[config.mk]
export PLATFORM = sky130hd
export DESIGN_NAME = prb_port
export DESIGN_NICKNAME = d
export VERILOG_FILES = /design/src/rtl/prb_port.v
export VERILOG_INCLUDE_DIRS = /design/src /design/src/rtl
export SDC_FILE = /design/constraint.sdc
export NUM_CORES = 1
export LEC_CHECK = 0
export ABC_AREA = 1
export BUFFER_PORTS_ARGS = -buffer_cell sky130_fd_sc_hd__buf_4
export CAP_MARGIN = 20
export CORE_MARGIN = 4
export CORE_UTILIZATION = 54
export DETAILED_ROUTE_END_ITERATION = 16
export MAX_ROUTING_LAYER = met4
export PLACE_DENSITY = 0.78
export SYNTH_ARGS = -nofsm -noshare
export SYNTH_HDL_FRONTEND = slang
export SYNTH_SLANG_ARGS = --single-unit
export TNS_END_PERCENT = 10
[constraint.sdc]
create_clock -name core_clk -period 1.5 [get_ports core_clk]
set_input_delay 0.15 -clock core_clk [delete_from_list [all_inputs] [get_ports core_clk]]
set_output_delay 0.15 -clock core_clk [all_outputs]
set_load 0.1 [all_outputs]
[src/rtl/prb_defs.vh]
/*
  Constants for the 8-bit port block: register offsets, reset values,
  field widths and the timer tick divider.
  Assumes a byte-wide CPU peripheral bus with one-cycle read and write strobes.
*/
// Function
// CPU bit ops read, modify, rewrite byte
// shared timer address: read counter, write load
// input pin bits read live pin level
// output pin bits read latch value
// latch bit n drives pin n
// read-modify-write copies pin levels into latch
// unmapped writes are discarded
// unmapped reads return undefined data
// software keeps a shadow byte copy
// direction bit 1 output, 0 input
// direction register reads all ones
// data writes update every latch bit
`ifndef PRB_DEFS_VH
`define PRB_DEFS_VH

`define PRB_ADDR_W        8
`define PRB_DATA_W        8
`define PRB_OFS_DATA      8'h00
`define PRB_OFS_DIR       8'h01
`define PRB_OFS_TIMER     8'h02
`define PRB_RST_DATA      8'h00
`define PRB_RST_DIR       8'h00
`define PRB_RST_LOAD      8'h00
`define PRB_RST_COUNT     8'h00
`define PRB_DIR_READBACK  8'hFF
`define PRB_UNMAPPED_READ 8'h00
`define PRB_TICK_DIV      16'h0004
`define PRB_TICK_W        16
`define PRB_TICK_ONE      16'h0001
`define PRB_COUNT_ONE     8'h01

`endif

[src/rtl/prb_port.v]
/*
  8-bit general-purpose port with write-only direction register and a
  reloadable 8-bit up-counter sharing one address with its load register.
  Register bus: one-cycle read and write strobes, read data one cycle later.
  Assumes the CPU issues at most one of rd/wr per cycle; pins are
  synchronous to core_clk; pin drivers are resolved outside from pin_oe.
  Bit operations are done by the CPU as byte read then byte write; this
  block sees only plain byte accesses and keeps no memory of a pending op.
*/
`timescale 1ns/10ps
`include "prb_defs.vh"

module prb_port #(
  parameter [`PRB_TICK_W-1:0] TICK_DIV = `PRB_TICK_DIV
) (
  input  wire                    core_clk,
  input  wire                    rstn,
  input  wire [`PRB_ADDR_W-1:0]  bus_addr,
  input  wire                    bus_rd,
  input  wire                    bus_wr,
  input  wire [`PRB_DATA_W-1:0]  bus_wdata,
  output reg  [`PRB_DATA_W-1:0]  bus_rdata,
  output reg                     bus_rvalid,
  input  wire [`PRB_DATA_W-1:0]  pin_in,
  output wire [`PRB_DATA_W-1:0]  pin_out,
  output wire [`PRB_DATA_W-1:0]  pin_oe,
  output reg                     timer_ovf
);

  ////////////////////////////////////////////////////////////////////////
  // declarations

  reg  [`PRB_DATA_W-1:0] data_q;
  reg  [`PRB_DATA_W-1:0] data_d;
  reg  [`PRB_DATA_W-1:0] dir_q;
  reg  [`PRB_DATA_W-1:0] dir_d;
  reg  [`PRB_DATA_W-1:0] load_q;
  reg  [`PRB_DATA_W-1:0] load_d;
  reg  [`PRB_DATA_W-1:0] count_q;
  reg  [`PRB_DATA_W-1:0] count_d;
  reg                    ovf_d;
  reg  [`PRB_TICK_W-1:0] tick_q;
  reg  [`PRB_TICK_W-1:0] tick_d;
  reg  [`PRB_DATA_W-1:0] rdata_d;
  wire [`PRB_DATA_W-1:0] port_rd;
  wire [`PRB_TICK_W-1:0] tick_last;
  wire                   sel_data;
  wire                   sel_dir;
  wire                   sel_timer;
  wire                   wr_data;
  wire                   wr_dir;
  wire                   wr_load;
  wire                   tick;
  wire                   count_full;
  genvar                 g;

  ////////////////////////////////////////////////////////////////////////
  // address decode

  // one comparator shape for every register offset
  function prb_hit;
    input [`PRB_ADDR_W-1:0] addr;
    input [`PRB_ADDR_W-1:0] ofs;
    begin
      prb_hit = (addr == ofs);
    end
  endfunction

  assign sel_data  = prb_hit(bus_addr, `PRB_OFS_DATA);
  assign sel_dir   = prb_hit(bus_addr, `PRB_OFS_DIR);
  assign sel_timer = prb_hit(bus_addr, `PRB_OFS_TIMER);

  assign wr_data   = bus_wr & sel_data;
  assign wr_dir    = bus_wr & sel_dir;
  assign wr_load   = bus_wr & sel_timer;
  // any other address: no write enable, data dropped

  ////////////////////////////////////////////////////////////////////////
  // port data latch

  assign pin_out = data_q;

  // whole byte stored, input bits too, so a later output switch shows it;
  // a byte read back from input pins lands here as well
  always @* begin
    data_d = data_q;
    if (wr_data) begin
      data_d = bus_wdata;
    end
  end

  always @(posedge core_clk or negedge rstn) begin
    if (!rstn) begin
      data_q <= `PRB_RST_DATA;
    end else begin
      data_q <= data_d;
    end
  end

  ////////////////////////////////////////////////////////////////////////
  // port direction select

  assign pin_oe = dir_q;

  // write-only: a bit op here rewrites every bit from the all-ones read
  always @* begin
    dir_d = dir_q;
    if (wr_dir) begin
      dir_d = bus_wdata;
    end
  end

  always @(posedge core_clk or negedge rstn) begin
    if (!rstn) begin
      dir_q <= `PRB_RST_DIR;
    end else begin
      dir_q <= dir_d;
    end
  end

  ////////////////////////////////////////////////////////////////////////
  // timer tick divider

  assign tick_last = TICK_DIV - `PRB_TICK_ONE;
  assign tick      = (tick_q == tick_last);

  always @* begin
    if (tick) begin
      tick_d = {`PRB_TICK_W{1'h0}};
    end else begin
      tick_d = tick_q + `PRB_TICK_ONE;
    end
  end

  always @(posedge core_clk or negedge rstn) begin
    if (!rstn) begin
      tick_q <= {`PRB_TICK_W{1'h0}};
    end else begin
      tick_q <= tick_d;
    end
  end

  ////////////////////////////////////////////////////////////////////////
  // reloadable timer: load and counter share one address

  // a write reaches only the load register, the counter keeps running
  always @* begin
    load_d = load_q;
    if (wr_load) begin
      load_d = bus_wdata;
    end
  end

  always @(posedge core_clk or negedge rstn) begin
    if (!rstn) begin
      load_q <= `PRB_RST_LOAD;
    end else begin
      load_q <= load_d;
    end
  end

  assign count_full = &count_q;

  always @* begin
    count_d = count_q;
    ovf_d   = 1'h0;
    if (tick) begin
      if (count_full) begin
        count_d = load_q;
        ovf_d   = 1'h1;
      end else begin
        count_d = count_q + `PRB_COUNT_ONE;
      end
    end
  end

  always @(posedge core_clk or negedge rstn) begin
    if (!rstn) begin
      count_q <= `PRB_RST_COUNT;
    end else begin
      count_q <= count_d;
    end
  end

  always @(posedge core_clk or negedge rstn) begin
    if (!rstn) begin
      timer_ovf <= 1'h0;
    end else begin
      timer_ovf <= ovf_d;
    end
  end

  ////////////////////////////////////////////////////////////////////////
  // per-pin read value

  // outputs show the latch, inputs show the live pin
  generate
    for (g = 0; g < `PRB_DATA_W; g = g + 1) begin : g_port_rd
      assign port_rd[g] = dir_q[g] ? data_q[g] : pin_in[g];
    end
  endgenerate

  ////////////////////////////////////////////////////////////////////////
  // read mux

  // unmapped reads give a fixed value; software must not rely on it
  always @* begin
    rdata_d = `PRB_UNMAPPED_READ;
    if (sel_data) begin
      rdata_d = port_rd;
    end else if (sel_dir) begin
      rdata_d = `PRB_DIR_READBACK;
    end else if (sel_timer) begin
      rdata_d = count_q;
    end
  end

  ////////////////////////////////////////////////////////////////////////
  // read data register

  always @(posedge core_clk or negedge rstn) begin
    if (!rstn) begin
      bus_rvalid <= 1'h0;
    end else begin
      bus_rvalid <= bus_rd;
    end
  end

  // held until the next read, so a slow master may take it late
  always @(posedge core_clk or negedge rstn) begin
    if (!rstn) begin
      bus_rdata <= {`PRB_DATA_W{1'h0}};
    end else if (bus_rd) begin
      bus_rdata <= rdata_d;
    end
  end

endmodule // prb_port

-- Word level (Yosys, flattened, before mapping)
Cells that the tools add are included.
- flip-flop bits (word level): 58
- word-level logic and storage cells: 33
- output and inout bits: 26
- bits of input ports: 28
- bitwise gates (word level): 3
- reduce and logical (&&, ||, !) cells: 2
- $add $sub $neg: 2
- multiplexer cells: 15
- eq/ne operators: 3
- operators by type and width (cell ; count):
    8-bit 2-to-1 mux ; 4
    16-bit by 1-bit adder with 16-bit output (second input constant) ; 1
    16-bit by 2-bit == test with 1-bit output (second input constant) ; 1
    16-bit 2-to-1 mux ; 1
    1-bit 2-to-1 mux ; 10
    8-bit by 1-bit adder with 8-bit output (second input constant) ; 1
    8-bit by 1-bit == test with 1-bit output (second input constant) ; 1
    8-bit by 2-bit == test with 1-bit output (second input constant) ; 1
    8-bit zero test ; 1
    8-bit AND reduction ; 1
    1-bit bitwise AND ; 3

-- Logic depth before layout (Yosys ltp)
- depth after elaboration: 4
- mapped depth: 9
- mapped depth without buffers: 8

-- Least setup slack after synthesis
Ideal clock, no wire load.
- kind: register to register
- start point: register data_q[5], in the netlist pin_out[5]
- end point: register bus_rdata[5]
- clock period less this slack: 1489 ps
- setup slack: 11 ps
- required time: 1432 ps
- cell stages (with the launch flop): 7
- path buffers: 0
- library setup time: 68 ps
- data arrival time: 1421 ps
- cell sequence: dfrtp_1 -> inv_1 -> nand2_1 -> o21ai_0 -> a21oi_1 -> nand2_1 -> nand2_1
- cells in the longest elaborated chain, start to end: 2
- RTL lines (element ; RTL line ; text):
    from (decl) ; prb_port.v:33 ; reg [`PRB_DATA_W-1:0] data_q;
    from (signal assigned) ; prb_port.v:94 ; data_q <= `PRB_RST_DATA;
    from (signal assigned) ; prb_port.v:96 ; data_q <= data_d;
    1-bit 2-to-1 mux ; prb_port.v:199 ; assign port_rd[g] = dir_q[g] ? data_q[g] : pin_in[g];
    8-bit 2-to-1 mux ; prb_port.v:209 ; if (sel_data) begin
    to (signal assigned) ; prb_port.v:232 ; bus_rdata <= {`PRB_DATA_W{1'h0}};
    to (signal assigned) ; prb_port.v:234 ; bus_rdata <= rdata_d;
    to (decl) ; prb_port.v:22 ; output reg [`PRB_DATA_W-1:0] bus_rdata,
No other way between the ends.
A chain may end at the register's enable or synchronous reset.

-- Worst setup path in the final report
- start point: register tick_q[0]
- end point: register count_q[4]
- cells in the longest elaborated chain, start to end: 1
- RTL lines (element ; RTL line ; text):
    from (decl) ; prb_port.v:42 ; reg [`PRB_TICK_W-1:0] tick_q;
    from (signal assigned) ; prb_port.v:137 ; tick_q <= {`PRB_TICK_W{1'h0}};
    from (signal assigned) ; prb_port.v:139 ; tick_q <= tick_d;
    16-bit by 2-bit == test with 1-bit output ; prb_port.v:125 ; assign tick = (tick_q == tick_last);
    to (signal assigned) ; prb_port.v:179 ; count_q <= `PRB_RST_COUNT;
    to (signal assigned) ; prb_port.v:181 ; count_q <= count_d;
    to (decl) ; prb_port.v:39 ; reg [`PRB_DATA_W-1:0] count_q;
No other way between the ends.

==> impl_metrics.env <==
export IMPL_status="complete, no violations"
export IMPL_fmax_ghz=0.7392
export IMPL_criticalPathCategory="register to register"
export IMPL_syn_area_um2=2970
export IMPL_initial_utilization_pct=57.07
export IMPL_hold_class="input port to register"
export IMPL_crit_slowest_cell="dfrtp_1"
export IMPL_die_y_um=82.17
export IMPL_grt_pass1_wl_mm=11.81
export IMPL_num_io_pins=54
export IMPL_grtUsageMet3_pct=5.748
export IMPL_grt_max_degree=38
export IMPL_cts_max_level=3
export IMPL_finalNetCount=494
export IMPL_cts_buffers=9
export IMPL_grt_busiest_layer="met2"
export IMPL_antenna_found_initial=0
export IMPL_pwr_density_cell_nw_per_um2=990.3
export IMPL_syn_area_per_cell_um2=7.597
export IMPL_ys_types=26
export IMPL_drtIter0Drc=146
export IMPL_crit_path_end_kind="register"
export IMPL_met2_usage_pct=34.65
export IMPL_layout_common_cells="nand2_1 (131), buf_4 (65), inv_1 (58), dfrtp_1 (58), o21ai_0 (37)"
export IMPL_setup_viol=0
export IMPL_synth_cells=391
export IMPL_rsz0062_at_grt="false"
export IMPL_cp_max_fo=7
export IMPL_synth_nets=421
export IMPL_cp_required_ps=1770
export IMPL_maxCapViolCount=0
export IMPL_dieArea_um2=6751
export IMPL_grtUsageTotal_pct=24.13
export IMPL_core_area_um2=5205
export IMPL_crit_chain="ha_1, inv_1, nor3_1, nand2_1, nor2_1, buf_4, nand2_1, nand2_1"
export IMPL_cp_start_kind="register"
export IMPL_ys_ff_latch=58
export IMPL_finalCriticalPeriod_ps=1353
export IMPL_crit_arrival_ps=1630
export IMPL_drive_gt1_share_pct=20.68
export IMPL_grt_ovfl_total=0
export IMPL_clockBufferDepth=2
export IMPL_synth_edf_count=0
export IMPL_yosysSeqAreaShare_pct=48.86
export IMPL_post_cts_buffers=0
export IMPL_insertion_delay_ps=330
export IMPL_async_flop_share_pct=100.0
export IMPL_ir_drop_uv=674.9
export IMPL_cts_sinks=58
export IMPL_num_rows=26
export IMPL_grt_util_met1_pct=33.22
export IMPL_wl_per_cell_um=13.33
export IMPL_p_leak_nw=2.104
export IMPL_die_w_um=82.17
export IMPL_grt_pass1_vias=2565
export IMPL_fin_skew_ps=5.410
export IMPL_final_common_cell="nand2_1"
export IMPL_io_buffers=53
export IMPL_cts_root_buf="clkbuf_8"
export IMPL_path_common_cell="nand2_1"
export IMPL_tightest_slew_ps=471.2
export IMPL_drv_slew=0
export IMPL_post_route_drc_count=0
export IMPL_drt_first_pass_iters=6
export IMPL_hold_viol=0
export IMPL_num_antenna_cells=0
export IMPL_final_util_pct=73.15
export IMPL_cpPeakStageDelay_ps=360
export IMPL_yosys_warnings=0
export IMPL_relSlewSlack_pct=68.55
export IMPL_dpl_hpwl_mm=5.396
export IMPL_final_antenna_net_count=0
export IMPL_viasPerCell=5.098
export IMPL_min_period_over_period_pct=90.19
export IMPL_via_count=2748
export IMPL_setup_tns_final_ps=0
export IMPL_wl_mm=7.183
export IMPL_clk_pin_slew_ps=60
export IMPL_yosys_most_used_dff="dfrtp_1"
export IMPL_gp_congestion=0.8879
export IMPL_syn_to_final_growth_pct=28.18
export IMPL_cts_tree="yes"
-- registers in the layout, indices dropped and copies added (netlist names) --
| register | count |
|---|---|
| pin_oe | 8 |
| load_q | 8 |
| count_q | 8 |
| bus_rvalid | 1 |
| timer_ovf | 1 |
| tick_q | 16 |
| pin_out | 8 |
| bus_rdata | 8 |
-- kinds of logic (layout without fill, tap and decap cells) --
logic type,after synthesis,count (layout),share of synthesized area (%)
buf+inv,65,143,8.677
simple gates,205,205,29.44
flops,58,58,48.86
compound gates,48,48,8.340
fa+ha+maj,2,2,0.8423
xor+xnor,13,13,3.833
-- layer usage --
| layer | vias to the layer above | share of wire (%) |
|---|---|---|
| met4 | 0 | 1.5 |
| met2 | 98 | 46 |
| li1 | 1369 | - |
| met1 | 1269 | 45 |
| met3 | 12 | 7.8 |
| met5 | - | 0 |
-- per-stage QoR --
stage / hold slack, ps / worst slack, ps / power, mW / instance area, µm² / instances
floorplan: -145.6 / 11.29 / 1.909 / 2970 / 391
global placement: 57.81 / 107.9 / 2.075 / 3530 / 521
detailed placement: 60.93 / 1.739 / 2.081 / 3530 / 521
CTS: 25.85 / 88.21 / 3.792 / 3785 / 539
global route: 47.63 / 25.61 / 3.906 / 3807 / 539
finish: 34.45 / 147.1 / 3.770 / 3807 / 539
-- where the power goes --
| part | leakage (nW) | internal (mW) | switching [mW] |
|---|---|---|---|
| clock | 0.120 | 1.09 | 0.619 |
| combinational | 1.22 | 0.119 | 0.309 |
| sequential | 0.762 | 1.60 | 0.0245 |
| total | 2.10 | 2.82 | 0.953 |
-- synth_stat cells (2+ instances only) --
cell / n / area, µm²
xnor2_1: 2 / 17.52
a21oi_1: 8 / 40.04
nand4_1: 5 / 31.28
xor2_1: 11 / 96.34
buf_2: 2 / 10.01
inv_1: 58 / 217.7
nand3_1: 21 / 105.1
nor2_4: 2 / 22.52
o21ai_2: 2 / 17.52
nor3_1: 7 / 35.03
nand2_1: 133 / 499.2
o21ai_0: 38 / 190.2
clkbuf_1: 2 / 7.510
dfrtp_1: 58 / 1451
nor2_1: 30 / 112.6
ha_1: 2 / 25.02
-- final cells by class --
class | instances | area (µm²)
sequential | 58 | 1451
clock inverter | 6 | 105.1
fill | 416 | 1398
tap | 70 | 87.58
timing repair buffer | 68 | 528.0
inverter | 59 | 221.5
multi-input combinational | 268 | 1286
clock buffer | 10 | 127.6
-- worst paths after layout --
check | to | from | slack, ps | cells past startpoint
max | count_q[4] | tick_q[0] | 150 | 8
min | load_q[5] | bus_wdata[5] | 30 | 3
max reg2reg | count_q[4] | tick_q[0] | 150 | 8
min reg2reg | tick_q[0] | tick_q[0] | 460 | 1
max in group asynchronous | load_q[7] | rstn | 770 | 3
min in group asynchronous | tick_q[11] | rstn | 240 | 2
-- what timing repair did --
action                                 CTS  global route
endpoints found under the hold margin   22             0
setup endpoints to repair                1            12
pin swaps                                0             0
resized for setup                        1             7
hold buffers                             2             0
-- critical path: cells and delay by family, from the launching register on --
kind	cells	cell delay [ps]
and+or+nand+nor	5	520
adders and majority gates	1	190
buffers and inverters	2	220
DFF	1	360
No activity file was read; power rests on OpenSTA's default activity.
